[src/hdl/idxio_pkg.sv]
// Shared constants and types for the index-mode discrete I/O pair
package idxio_pkg;
    // Status code values on the five output lines
    localparam logic [4:0] IDXIO_ST_ALARM = 5'h00;
    localparam logic [4:0] IDXIO_ST_READY = 5'h01;
    localparam logic [4:0] IDXIO_ST_HOMING = 5'h02;
    localparam logic [4:0] IDXIO_ST_HOMED = 5'h03;
    localparam logic [4:0] IDXIO_ST_MOVING = 5'h04;
    localparam logic [4:0] IDXIO_ST_BASE = 5'h04;
    // Range of index positions that can be reported
    localparam logic [4:0] IDXIO_IDX_FIRST = 5'h01;
    localparam logic [4:0] IDXIO_IDX_LAST = 5'h1b;
    // Run-start setting limit factor
    localparam logic [6:0] IDXIO_RUN_FACTOR = 7'h7d;
    // Controller register byte offsets
    localparam logic [7:0] IDXIO_OFF_CTRL = 8'h00;
    localparam logic [7:0] IDXIO_OFF_SEL = 8'h04;
    localparam logic [7:0] IDXIO_OFF_CMD = 8'h08;
    localparam logic [7:0] IDXIO_OFF_STAT = 8'h0c;
    localparam logic [7:0] IDXIO_OFF_IRQ = 8'h10;
    localparam logic [7:0] IDXIO_OFF_MASK = 8'h14;
    localparam logic [7:0] IDXIO_OFF_RUN = 8'h18;
    localparam logic [7:0] IDXIO_OFF_MINT = 8'h1c;
    // Control register fields
    localparam int IDXIO_CTRL_STEP = 0;
    localparam int IDXIO_CTRL_JOG = 1;
    localparam int IDXIO_CTRL_FWD = 2;
    localparam int IDXIO_CTRL_REV = 3;
    // Command register field
    localparam int IDXIO_CMD_ADV = 0;
    // Status register field above the code
    localparam int IDXIO_STAT_BUSY = 5;
    // Interrupt bits
    localparam int IDXIO_IRQ_CHANGE = 0;
    localparam int IDXIO_IRQ_HOMELOST = 1;
    localparam int IDXIO_IRQ_REACHED = 2;
    localparam int IDXIO_IRQ_W = 3;
    // Reset values
    localparam logic [3:0] IDXIO_CTRL_RST = 4'h0;
    localparam logic [4:0] IDXIO_SEL_RST = 5'h00;
    localparam logic [2:0] IDXIO_IRQ_RST = 3'h0;
    localparam logic [23:0] IDXIO_RUN_RST = 24'h000000;
    localparam logic [15:0] IDXIO_MINT_RST = 16'h0000;
    // Controller advance sequence
    typedef enum logic [1:0] {
        IDXIO_H_IDLE,
        IDXIO_H_SETUP,
        IDXIO_H_PULSE,
        IDXIO_H_DONE
    } idxio_hstate_t;
endpackage : idxio_pkg

[src/hdl/idxio_if.sv]
// Discrete lines between the drive and the external controller
`timescale 1ns/1ps
`default_nettype none
interface idxio_if;
    logic [4:0] status_lines; // Drive to controller, 1 = closed
    logic [4:0] index_sel; // Index select lines
    logic ctrl_fwd; // Control 0: forward
    logic ctrl_rev; // Control 1: reverse
    logic step_en; // Manual single step enable
    logic jog_en; // Manual continuous enable
    logic advance; // Step forward to next index
    modport drive (
        output status_lines,
        input index_sel, ctrl_fwd, ctrl_rev, step_en, jog_en, advance
    );
    modport ctrl (
        input status_lines,
        output index_sel, ctrl_fwd, ctrl_rev, step_en, jog_en, advance
    );
endinterface : idxio_if
`default_nettype wire

[src/hdl/idxio_ctrl.sv]
// Controller end: APB registers driving the discrete lines
`timescale 1ns/1ps
`default_nettype none
module idxio_ctrl
    import idxio_pkg::*;
(
    // Clock, reset, enable
    input wire logic pclk,
    input wire logic presetn,
    input wire logic ce,
    // APB slave
    input wire logic psel,
    input wire logic penable,
    input wire logic pwrite,
    input wire logic [7:0] paddr,
    input wire logic [31:0] pwdata,
    output logic [31:0] prdata,
    output logic pready,
    output logic pslverr,
    // Interrupt and run-start setting
    output logic irq,
    output logic [23:0] run_start_timing_setting,
    // Discrete lines
    idxio_if.ctrl link
);
    logic [3:0] ctrl_reg;
    logic [4:0] sel_reg;
    logic [IDXIO_IRQ_W-1:0] irq_stat;
    logic [IDXIO_IRQ_W-1:0] irq_mask;
    logic [15:0] min_interval;
    logic [4:0] prev_code;
    idxio_hstate_t hstate;
    logic setup_ph;
    logic wr_acc;
    logic [IDXIO_IRQ_W-1:0] next_events;
    logic [23:0] run_limit;
    logic mapped;

    assign setup_ph = psel & ~penable;
    assign wr_acc = psel & penable & pready & pwrite;
    assign run_limit = 24'(min_interval) * 24'(IDXIO_RUN_FACTOR);
    assign mapped = paddr[1:0] == 2'b00 && paddr <= IDXIO_OFF_MINT;

    // No wait state: answer is prepared in setup, given in access
    always_ff @(posedge pclk or negedge presetn) begin
        if (!presetn) begin
            pready <= 1'b0;
            pslverr <= 1'b0;
            prdata <= 32'h00000000;
        end else if (ce) begin
            pready <= setup_ph;
            pslverr <= setup_ph & ~mapped;
            if (setup_ph && !pwrite) begin
                unique case (paddr)
                    IDXIO_OFF_CTRL: prdata <= {28'h0, ctrl_reg};
                    IDXIO_OFF_SEL: prdata <= {27'h0, sel_reg};
                    IDXIO_OFF_STAT:
                        prdata <= {26'h0, hstate != IDXIO_H_IDLE,
                                   link.status_lines};
                    IDXIO_OFF_IRQ: prdata <= {29'h0, irq_stat};
                    IDXIO_OFF_MASK: prdata <= {29'h0, irq_mask};
                    IDXIO_OFF_RUN: prdata <= {8'h0, run_start_timing_setting};
                    IDXIO_OFF_MINT: prdata <= {16'h0, min_interval};
                    default: prdata <= 32'h00000000;
                endcase
            end
        end
    end

    // Plain register writes; select is frozen while advancing
    always_ff @(posedge pclk or negedge presetn) begin
        if (!presetn) begin
            ctrl_reg <= IDXIO_CTRL_RST;
            sel_reg <= IDXIO_SEL_RST;
            irq_mask <= IDXIO_IRQ_RST;
            min_interval <= IDXIO_MINT_RST;
        end else if (ce && wr_acc) begin
            if (paddr == IDXIO_OFF_CTRL)
                ctrl_reg <= pwdata[3:0];
            if (paddr == IDXIO_OFF_SEL && hstate == IDXIO_H_IDLE)
                sel_reg <= pwdata[4:0];
            if (paddr == IDXIO_OFF_MASK)
                irq_mask <= pwdata[IDXIO_IRQ_W-1:0];
            if (paddr == IDXIO_OFF_MINT)
                min_interval <= pwdata[15:0];
        end
    end

    // Run-start setting is clamped to its legal maximum on write
    always_ff @(posedge pclk or negedge presetn) begin
        if (!presetn) begin
            run_start_timing_setting <= IDXIO_RUN_RST;
        end else if (ce && wr_acc && paddr == IDXIO_OFF_RUN) begin
            if (pwdata[23:0] > run_limit || pwdata[31:24] != 8'h00)
                run_start_timing_setting <= run_limit;
            else
                run_start_timing_setting <= pwdata[23:0];
        end
    end

    // Advance: raise reverse, then pulse advance for one cycle
    always_ff @(posedge pclk or negedge presetn) begin
        if (!presetn) begin
            hstate <= IDXIO_H_IDLE;
        end else if (ce) begin
            unique case (hstate)
                IDXIO_H_IDLE:
                    if (wr_acc && paddr == IDXIO_OFF_CMD &&
                        pwdata[IDXIO_CMD_ADV])
                        hstate <= IDXIO_H_SETUP;
                IDXIO_H_SETUP: hstate <= IDXIO_H_PULSE;
                IDXIO_H_PULSE: hstate <= IDXIO_H_DONE;
                IDXIO_H_DONE: hstate <= IDXIO_H_IDLE;
            endcase
        end
    end

    // Line drivers; an enable drops only once both controls are off
    always_ff @(posedge pclk or negedge presetn) begin
        if (!presetn) begin
            link.ctrl_fwd <= 1'b0;
            link.ctrl_rev <= 1'b0;
            link.step_en <= 1'b0;
            link.jog_en <= 1'b0;
            link.advance <= 1'b0;
            link.index_sel <= IDXIO_SEL_RST;
        end else if (ce) begin
            link.index_sel <= sel_reg;
            link.advance <= hstate == IDXIO_H_PULSE;
            link.ctrl_fwd <= ctrl_reg[IDXIO_CTRL_FWD] &
                (ctrl_reg[IDXIO_CTRL_STEP] | ctrl_reg[IDXIO_CTRL_JOG]);
            link.ctrl_rev <= (ctrl_reg[IDXIO_CTRL_REV] &
                (ctrl_reg[IDXIO_CTRL_STEP] | ctrl_reg[IDXIO_CTRL_JOG])) |
                hstate == IDXIO_H_SETUP || hstate == IDXIO_H_PULSE;
            link.step_en <= ctrl_reg[IDXIO_CTRL_STEP] | (link.step_en &
                (link.ctrl_fwd | link.ctrl_rev));
            link.jog_en <= ctrl_reg[IDXIO_CTRL_JOG] | (link.jog_en &
                (link.ctrl_fwd | link.ctrl_rev));
        end
    end

    // Events seen on the status lines
    always_comb begin
        next_events = '0;
        next_events[IDXIO_IRQ_CHANGE] = link.status_lines != prev_code;
        next_events[IDXIO_IRQ_HOMELOST] = prev_code == IDXIO_ST_HOMING &&
            link.status_lines == IDXIO_ST_READY;
        next_events[IDXIO_IRQ_REACHED] = link.status_lines != prev_code &&
            link.status_lines > IDXIO_ST_BASE;
    end

    // Sticky status, write one to clear; a new event wins
    always_ff @(posedge pclk or negedge presetn) begin
        if (!presetn) begin
            irq_stat <= IDXIO_IRQ_RST;
            prev_code <= IDXIO_ST_ALARM;
            irq <= 1'b0;
        end else if (ce) begin
            prev_code <= link.status_lines;
            if (wr_acc && paddr == IDXIO_OFF_IRQ)
                irq_stat <= (irq_stat & ~pwdata[IDXIO_IRQ_W-1:0]) |
                    next_events;
            else
                irq_stat <= irq_stat | next_events;
            irq <= |((irq_stat | next_events) & irq_mask);
        end
    end
endmodule : idxio_ctrl
`default_nettype wire

[src/flat_wrapper.sv]
// flat-port wrapper written by rule: the top's interface ports become plain ports
module idxio_ctrl_flat import idxio_pkg::*;
  (pclk, presetn, ce, psel, penable, pwrite, paddr, pwdata, prdata, pready, pslverr, irq, run_start_timing_setting, link_status_lines, link_index_sel, link_ctrl_fwd, link_ctrl_rev, link_step_en, link_jog_en, link_advance);
  idxio_if link_i ();
  input wire logic pclk;
  input wire logic presetn;
  input wire logic ce;
  input wire logic psel;
  input wire logic penable;
  input wire logic pwrite;
  input wire logic [7:0] paddr;
  input wire logic [31:0] pwdata;
  output logic [31:0] prdata;
  output logic pready;
  output logic pslverr;
  output logic irq;
  output logic [23:0] run_start_timing_setting;
  input wire logic [$bits(link_i.status_lines)-1:0] link_status_lines;
  output wire logic [$bits(link_i.index_sel)-1:0] link_index_sel;
  output wire logic [$bits(link_i.ctrl_fwd)-1:0] link_ctrl_fwd;
  output wire logic [$bits(link_i.ctrl_rev)-1:0] link_ctrl_rev;
  output wire logic [$bits(link_i.step_en)-1:0] link_step_en;
  output wire logic [$bits(link_i.jog_en)-1:0] link_jog_en;
  output wire logic [$bits(link_i.advance)-1:0] link_advance;
  assign link_i.status_lines = link_status_lines;
  assign link_index_sel = link_i.index_sel;
  assign link_ctrl_fwd = link_i.ctrl_fwd;
  assign link_ctrl_rev = link_i.ctrl_rev;
  assign link_step_en = link_i.step_en;
  assign link_jog_en = link_i.jog_en;
  assign link_advance = link_i.advance;
  idxio_ctrl u_core (.pclk(pclk), .presetn(presetn), .ce(ce), .psel(psel), .penable(penable), .pwrite(pwrite), .paddr(paddr), .pwdata(pwdata), .prdata(prdata), .pready(pready), .pslverr(pslverr), .irq(irq), .run_start_timing_setting(run_start_timing_setting), .link(link_i));
endmodule
[config.mk]
export PLATFORM = sky130hd
export DESIGN_NAME = idxio_ctrl_flat
export DESIGN_NICKNAME = d
export VERILOG_FILES = /design/src/hdl/idxio_pkg.sv /design/src/hdl/idxio_if.sv /design/src/hdl/idxio_ctrl.sv /design/src/flat_wrapper.sv
export SDC_FILE = /design/constraint.sdc
export NUM_CORES = 1
export LEC_CHECK = 0
export ABC_AREA = 0
export BUFFER_PORTS_ARGS = -buffer_cell sky130_fd_sc_hd__buf_4
export CAP_MARGIN = 25
export CORE_MARGIN = 10
export CORE_UTILIZATION = 55
export DETAILED_ROUTE_END_ITERATION = 8
export PLACE_DENSITY = 0.78
export SETUP_SLACK_MARGIN = 0.15
export SKIP_CTS_REPAIR_TIMING = 1
export SLEW_MARGIN = 20
export SYNTH_ARGS = -nofsm -noshare
export SYNTH_HDL_FRONTEND = slang
export SYNTH_SLANG_ARGS = --single-unit
[constraint.sdc]
create_clock -name pclk -period 14.7 [get_ports pclk]
set_input_delay 0.735 -clock pclk [delete_from_list [all_inputs] [get_ports pclk]]
set_output_delay 0.735 -clock pclk [all_outputs]
set_load 0.02 [all_outputs]
### Word level (Yosys, flattened, before mapping)

Cells that the tools add are included.
Widths: inputs -> output; s select.

* magnitude comparators: 3
* add/subtract/negate cells: 0
* bitwise gates (word level): 21
* muxes and demuxes: 5
* equal/unequal tests: 14
* reduce and logical (&&, ||, !) cells: 25
* shift operators: 0
* $mul: 1
* div/mod/pow operators: 0

Operators with widths (number)
* $pmux 24 s7: 1
* $eq 8x5->1 const B: 4
* $gt 24x23->1: 1
* $mux 24: 1
* $mul 16x7->23 const B: 1
* $eq 8x4->1 const B: 2
* $reduce_and 2->1: 6
* $logic_and 1x1->1: 10
* $and 1x1->1: 9
* $eq 8x3->1 const B: 1
* $le 8x5->1 const B: 1
* $logic_not 8->1: 1
* $pmux 2 s4: 1
* $reduce_bool 8->1: 1
* $and 3x3->3: 2
* $or 3x3->3: 2
* $eq 5x1->1 const B: 1
* $eq 5x2->1 const B: 1
* $gt 5x3->1 const B: 1
* $ne 5x5->1: 1
* $or 1x1->1: 5
* $eq 2x2->1 const B: 2
* $logic_not 2->1: 2
* $mux 3: 1
* other kinds (9): 11

* bits of input ports: 51
* memories: 0
* latch bits: 0
* output and inout port bits: 69
* ROM bits: 0
* bits in writable memories: 0
* word-level logic and storage cells: 87
* register bits after elaboration: 107

### Logic depth before layout (Yosys ltp)

Gate-level depths: netlist of the first run.

* word-level depth: 7
* depth in mapped cells: 26
* mapped depth without buffers: 23

### Worst setup path after synthesis of the first run

OpenSTA, ideal clock, no wires.

* path kind: reg-to-reg
* from: reg u_core.min_interval[10]
* to: reg u_core.run_start_timing_setting[5]
* required time: 14.575 ns
* setup slack: 8.560 ns
* arrival time: 6.015 ns
* cell stages (with the launch flop): 26
* path buffers: 2
* library setup time: 0.125 ns
* clock period less this slack: 6.140 ns
* cells stage by stage: dfrtp_1 -> inv_1 -> fa_1 -> fa_1 -> inv_1 -> fa_1 -> inv_1 -> fa_1 -> inv_1 -> ha_1 -> and2_1 -> a221o_1 -> a21oi_1 -> nor2b_1 -> o32a_1 -> xnor2_1 -> ha_1 -> a21o_1 -> a211oi_1 -> o211ai_1 -> a2111o_1 -> and2_4 -> buf_6 -> buf_8 -> mux2i_1 -> mux2_2

* cells in the longest elaborated chain, start to end: 4

RTL lines
* start, declared: line idxio_ctrl.sv:30 `logic [15:0] min_interval;`
* start signal, assigned: line idxio_ctrl.sv:85 `min_interval <= pwdata[15:0];`
* $mul 16x7->23: line idxio_ctrl.sv:41 `assign run_limit = 24'(min_interval) * 24'(IDXIO_RUN_FACTOR);`
* $gt 24x23->1: line idxio_ctrl.sv:94 `if (pwdata[23:0] > run_limit || pwdata[31:24] != 8'h00)`
* $logic_or 1x1->1: line idxio_ctrl.sv:94
* $mux 24: line idxio_ctrl.sv:94
* end signal, assigned: line idxio_ctrl.sv:95 `run_start_timing_setting <= run_limit;`
* end signal, assigned: line idxio_ctrl.sv:97 `run_start_timing_setting <= pwdata[23:0];`
* end, declared: line idxio_ctrl.sv:22 `output logic [23:0] run_start_timing_setting,`

No other way between the ends.
A chain may end at the register's enable or synchronous reset.

### Final worst setup path of the first run

* from: reg u_core.min_interval[1]
* to: reg u_core.run_start_timing_setting[20]

* cells in the longest elaborated chain, start to end: 4

RTL lines (line)
* $mul 16x7->23 *: idxio_ctrl.sv:41
* $gt 24x23->1: idxio_ctrl.sv:94
* $logic_or 1x1->1: idxio_ctrl.sv:94
* $mux 24 *: idxio_ctrl.sv:94

Mark *: on every way between the ends. The rest lies on a longest branch, timed or not.

==> impl_metrics.toml, run 1 <==
[placement]
dp_hpwl_um = 17570
place_area_sq_mm = 0.008833
gp_congestion = 0.9331
pre_cts_ws_ps = 7807
numPortBuffers = 111

[clock_tree]
ctsHtreeMaxLevel = 3
clk_latency_ps = 360
cts_buffer_depth = 2
clkSlewWorstSetupHoldPaths_ps = 80
numCtsBuffers = 9
cts_tree = "built"
clock-sinks = 99
clockRootBuffer = "clkbuf_16"

[finish]
final_nets = 1103
drive_above_1_share_pct = 18.70
n_antenna_cell = 0
syn_to_final_growth_pct = 15.83
final_area_sq_mm = 0.009130
reg_top3 = "u_core.prdata x24, u_core.run_start_timing_setting x24, u_core.min_interval x16"
fillers = 1127

[power]
power_leakage_nw = 4.577
peakVddDrop_mv = 0.05913
total_power_uw = 715.9
p_per_area_mw_per_mm2 = 78.41

[run_status]
status = "completed"

[synthesis]
synth_top_area_share_pct = 31.43
netlist_instances = 820
synth-main-ff-cell = "dfrtp_1"
ys_ff_latch = 99
synth-seq-area-share_pct = 31.43
postSynth.asyncResetShare_pct = 100.0
netlist_area_sq_mm = 0.007883
synth.area.top_cells = "dfrtp_1 31%, fa_1 14%, ha_1 12%, nand2_1 4.6%, inv_1 4.5%"
ys_warn_count = 0
yosys.area.top_type = "dfrtp_1"
syn_avg_cell_area_sq_um = 9.613
synth_cell_types = 60
synth_edf_count = 0

[sta]
setup_viol = 0
finalMaxSlewViolations = 0
fin_hold_ws_ps = 315.0
hold_viol_final = 0
final.period_utilization_pct = 47.35
period_minus_slack_ps = 6961
clock.fmax_mhz = 143.7
rsz0062_at_grt = "no"
postLayoutSetupSlackWorst_ps = 7739
worst_clock_skew_ps = 10.97
max_slew_margin_pct = 40.26
fin_tns_setup_ps = 0
worstMarginPinSlew_ps = 892.8

[floorplan]
start_util_pct = 56.57
rows = 43
die_area_sq_mm = 0.01952
die_w_um = 139.7
pin_count = 120
dieHeight_um = 139.7
core_sq_mm = 0.01393

[route]
routed.top_layer = "met5"
met3_length_um = 1448
antenna_left = 0
first_iter_violations = 438
vias_per_cell = 5.821
drt_pass1_iterations = 7
drcViolationCount = 0
vias = 6432
post_drt_wl_per_cell_um = 19.98
routed-wl-met2_um = 11090
met1Wirelength_um = 8914
totalWireLength_um = 22080

[worst_setup_path]
crit_path_end_kind = "flip-flop"
worstSetupStartpointType = "flip-flop"
arrival_ps = 7220
required_ps = 14960
crit_fanout = 25
path_class = "flip-flop to flip-flop"

[grt]
grt_pass1_vias = 6702
grt_pass1_wl_um = 35740
antenna_found_initial = 1
gr-total-overflow = 0
grt_use_total_pct = 22.57
grt_max_degree = 70

[hold_path]
hp-class = "primary input to asynchronous set/reset pin"

[job]
drv_cap = 0
-- logic make-up (layout without fill, tap and decap cells) --
family,after synthesis,after routing,synth area share [%]
AOI/OAI and AO/OA,187,187,15.37
xor gates and xnor gates,20,20,2.222
adders and majority gates,132,132,26.10
buffers and inverters,129,227,6.809
DFF,99,99,31.43
muxes,36,36,5.063
other,1,8,0.04757
and+or+nand+nor,216,216,12.97
-- where the power goes --
| group | internal (mW) | total [mW] | leakage [nW] | switching, mW |
|---|---|---|---|---|
| Sequential | 0.280 | 0.287 | 1.27 | 0.00657 |
| Combinational | 0.0812 | 0.186 | 3.17 | 0.105 |
| Clock | 0.120 | 0.243 | 0.139 | 0.123 |
| Total | 0.481 | 0.716 | 4.58 | 0.235 |
-- cell usage in the layout, fill, tap and decap left out, types with 3 or more instances in the layout --
master / synthesis / layout
nor3_1: 16 / 16
a22o_1: 7 / 7
nor2b_1: 8 / 7
fa_1: 54 / 54
mux2i_1: 5 / 5
or3_1: 4 / 4
ha_1: 78 / 78
xnor2_1: 11 / 11
a2bb2oi_1: 3 / 3
nand4_1: 8 / 8
a22oi_1: 17 / 17
nor2_1: 37 / 37
conb_1: 1 / 8
o211ai_1: 4 / 4
clkbuf_16: 0 / 9
nand3_1: 9 / 9
or2b_1: 8 / 8
o21a_1: 7 / 7
o22a_1: 5 / 5
and3_1: 5 / 5
mux2_2: 31 / 31
o21ai_0: 63 / 63
a211oi_1: 9 / 9
and2_1: 6 / 6
or2_2: 4 / 4
dfrtp_1: 99 / 99
buf_4: 8 / 116
a31oi_1: 13 / 13
a21oi_1: 26 / 26
inv_1: 95 / 95
o2111ai_1: 5 / 5
xor2_1: 9 / 9
a21o_1: 15 / 15
nand2_1: 97 / 97
-- cell type report --
class / count / area [sq um] / area share [%]
repair buffers: 116 / 870.8 / 9.538
clock inverters: 7 / 71.32 / 0.7811
well taps: 180 / 225.2 / 2.467
multi-input cells: 599 / 4903 / 53.71
flip-flops and latches: 99 / 2477 / 27.13
clock buffers: 9 / 225.2 / 2.467
inverters: 95 / 356.6 / 3.906
-- cell usage after synthesis (all sizes together), types with 4 or more instances --
| master | count |
|---|---|
| and3 | 5 |
| nand4 | 8 |
| mux2 | 31 |
| nand2 | 97 |
| o2111ai | 5 |
| o21ai | 63 |
| ha | 78 |
| o21a | 7 |
| inv | 95 |
| o22a | 5 |
| dfrtp | 99 |
| a31oi | 13 |
| a21oi | 26 |
| or2 | 4 |
| nor2 | 37 |
| xnor2 | 11 |
| o211ai | 4 |
| clkbuf | 20 |
| a22o | 7 |
| xor2 | 9 |
| a211oi | 9 |
| mux2i | 5 |
| fa | 54 |
| nor2b | 8 |
| a21o | 15 |
| nor3 | 16 |
| or3 | 4 |
| or2b | 8 |
| and2 | 7 |
| buf | 14 |
| a22oi | 17 |
| nand3 | 9 |
-- layer usage --
metal / vias up / GRT usage, %
met5: - / 0
met4: 2 / 6.957
met3: 40 / 5.988
met2: 214 / 38.70
met1: 3165 / 26.96
li1: 3011 / -
-- critical path: stages (launching register included) --
cell and delay, ps:
dfrtp_1 520, inv_1 160, fa_1 580, fa_1 460, fa_1 510, fa_1 510, inv_1 40, ha_1 350
nand2_1 110, a21bo_2 240, a41o_1 250, a211oi_1 520, o32a_1 270, xnor2_1 150, ha_1 290, a21o_1 180
a211oi_1 220, o211ai_1 150, a2111o_1 340, nand2_1 650, nor3_1 130, o22a_1 210
-- worst paths after layout --
| kind | slack (ps) | from | end | depth (start not counted) |
|---|---|---|---|---|
| hold reg to reg | 480 | u_core.prdata[18] | u_core.prdata[18] | 2 |
| min in group pclk | 480 | u_core.prdata[18] | u_core.prdata[18] | 2 |
| setup / recovery | 7740 | u_core.min_interval[1] | u_core.run_start_timing_setting[20] | 21 |
| setup reg to reg | 7740 | u_core.min_interval[1] | u_core.run_start_timing_setting[20] | 21 |
| max in group asynchronous | 13160 | presetn | u_core.prdata[12] | 2 |
| hold / removal | 310 | presetn | u_core.run_start_timing_setting[9] | 1 |
-- stage by stage --
step           cells  util (%)
2_1_floorplan    827         -
3_3_place_gp    1089     63.39
3_5_place_dp    1089     63.39
4_1_cts         1105     65.52
5_1_grt         1105     65.52
6_report        1105     65.52
No activity file was read; power rests on OpenSTA's default activity.
==> inputs of run 2 (changes only) <==
Settings changed: CORE_UTILIZATION 55 to 53.
Clock period 14.7 ns to 6.1 ns, I/O delays scaled along.
==> run 2 against run 1 <==
Against the previous run:
- clock power is 130% higher
- power grew 150%
- design area grew 8.0%
- flip-flop and latch count unchanged
- first-iteration DRC count rose by 13%
- non-clock buffer count grew 65
- wire length rose by 2.2%
- cell count increased by 6.2%
- via count is 4.6% higher
- clock skew down 3.5 ps
==> impl_metrics.toml, run 2 (same netlist as run 1, synthesis figures left out) <==
[power]
p_per_area_mw_per_mm2 = 181.3
power_leakage_nw = 4.898
power.switching_uw = 577.9
peakVddDrop_mv = 0.1572
swShare_pct = 32.32
power_frac_seq_pct = 38.5
clkPwrFrac_pct = 31.7
internal_power_mw = 1.210
pwr-share-comb_pct = 29.7

[sta]
fin_hold_ws_ps = 6.928
final.period_utilization_pct = 99.93
worst_clock_skew_ps = 7.456
setup_viol = 0
clock.fmax_mhz = 164.1
finalMaxSlewViolations = 0
period_minus_slack_ps = 6096
fin_tns_setup_ps = 0
worstMarginPinSlew_ps = 990.6
rsz0062_at_grt = "yes"
max_slew_margin_pct = 33.72
hold_viol_final = 0
postLayoutSetupSlackWorst_ps = 4.470

[worst_setup_path]
timing.reg2reg.setup_slack_ps = 4
slowest_stage = "fa_1"
crit_fanout = 8
r2r_end = "u_core.run_start_timing_setting[5]"
critPathBufInv = 3
crit_path_end_kind = "flip-flop"
r2r_start = "u_core.min_interval[1]"
crit_family = "adder cells"
path_class = "flip-flop to flip-flop"
path_common_cell = "fa_1"
path_cells = "fa_1 -> fa_1 -> inv_1 -> fa_1 -> fa_1 -> inv_1 -> ha_4 -> o2111ai_2 -> buf_4 -> a41o_1 -> a211oi_2 -> o32a_1 -> xnor2_2 -> ha_1 -> a21o_1 -> a211oi_2 -> o211ai_1 -> a2111o_1 -> and2_4 -> mux2i_1 -> mux2_4"
cp_slowest_stage_delay_ps = 540
required_ps = 6340
arrival_ps = 6340
worst-r2r-cell-count = 21
worstSetupStartpointType = "flip-flop"

[grt]
grt_use_met3_pct = 4.005
gr-total-overflow = 0
busiest_layer = "met2"
grt_use_total_pct = 22.60
met1_usage_pct = 27.65
met2_usage_pct = 38.19
antenna_found_initial = 0
grt_max_degree = 52
grt_pass1_wl_um = 36740
grt_pass1_vias = 7015

[placement]
numPortBuffers = 111
pre_cts_ws_ps = -141.5
gp_congestion = 0.9302
dp_cells = 1148
dp_hpwl_um = 17950

[run_status]
status = "completed"

[floorplan]
die_area_sq_mm = 0.02015
die_w_um = 142.0
core_sq_mm = 0.01453
dieHeight_um = 142.0
pin_count = 120
rows = 44
start_util_pct = 54.24

[route]
antenna_left = 0
vias_per_cell = 5.730
totalWireLength_um = 22570
post_drt_wl_per_cell_um = 19.22
first_iter_violations = 494
drcViolationCount = 0
drt_pass1_iterations = 5
vias = 6727

[finish]
final_common_cell = "buf_4"
final_nets = 1168
most-common-layout-cells = "177 x buf_4, 99 x dfrtp_1, 95 x nand2_1, 84 x inv_1, 69 x ha_1"
final-instance-count-excl-fill = 1174
reg_top3 = "u_core.prdata x24, u_core.run_start_timing_setting x24, u_core.min_interval x16"
n_antenna_cell = 0
syn_to_final_growth_pct = 25.13
postLayoutCoreUtil_pct = 67.86
drive_above_1_share_pct = 28.48

[clock_tree]
clockRootBuffer = "clkbuf_16"
numCtsBuffers = 9
cts_buffer_depth = 2
ctsHtreeMaxLevel = 3
cts_tree = "built"
clk_latency_ps = 360
clock-sinks = 99
clkSlewWorstSetupHoldPaths_ps = 70

[hold_path]
hp-class = "primary input to asynchronous set/reset pin"

[job]
drv_cap = 0
[run 2: cell types whose count changed in the layout (fill, tap and decap cells not counted), sizes merged]
cell | previous run | this run
clkbuf | 9 | 10
clkinv | 2 | 3
buf | 116 | 181
clkinvlp | 2 | 0
[run 2: metrics by stage]
stage	power [mW]	area [sq um]
after global routing	1.880	9863
final	1.788	9863
after floorplan	1.014	7970
after detailed placement	1.193	9319
after global placement	1.185	9304
after CTS	1.759	9603
[run 2: power groups by stage]
stage	clock, mW	sequential, mW	combinational [mW]
2_1_floorplan	0	0.710	0.304
3_3_place_gp	0	0.701	0.484
3_5_place_dp	0	0.702	0.491
4_1_cts	0.573	0.689	0.497
5_1_grt	0.599	0.692	0.589
6_report	0.567	0.689	0.532
[run 2: worst reg2reg max path, stage by stage, from the launching register on]
cell       delay (ps)
dfrtp_1           420
fa_1              540
fa_1              520
inv_1              50
fa_1              470
fa_1              520
inv_1              70
ha_4              290
o2111ai_2         150
buf_4             170
a41o_1            260
a211oi_2          320
o32a_1            250
xnor2_2           150
ha_1              280
a21o_1            190
a211oi_2          170
o211ai_1          160
a2111o_1          360
and2_4            220
mux2i_1           150
mux2_4            280
[run 2: final cells by class]
cell class	instances	area (sq um)
well taps	184	230.2
multi-input cells	599	5132
inverters	95	361.6
clock inverters	6	55.05
clock buffers	10	229.0
repair buffers	181	1378
flip-flops and latches	99	2477
fillers	1142	4671
[run 2: worst max path at each step]
stage / from / slack, ps / endpoint / cells past startpoint
after floorplan: u_core.min_interval[7] / 170 / u_core.run_start_timing_setting[5] / 23
after global placement: u_core.min_interval[8] / -90 / u_core.run_start_timing_setting[5] / 21
after detailed placement: u_core.min_interval[8] / -140 / u_core.run_start_timing_setting[5] / 21
after CTS: u_core.min_interval[8] / -200 / u_core.run_start_timing_setting[2] / 22
after global routing: u_core.min_interval[2] / -210 / u_core.run_start_timing_setting[5] / 22
final: u_core.min_interval[1] / 4 / u_core.run_start_timing_setting[5] / 21
[run 2: layer usage]
| metal | vias up | wire [um] | part of all wire (%) |
|---|---|---|---|
| met4 | 0 | 892 | 4.0 |
| li1 | 3142 | - | - |
| met1 | 3306 | 9195 | 41 |
| met3 | 52 | 1314 | 5.8 |
| met2 | 227 | 11170 | 49 |
| met5 | - | 0 | 0 |
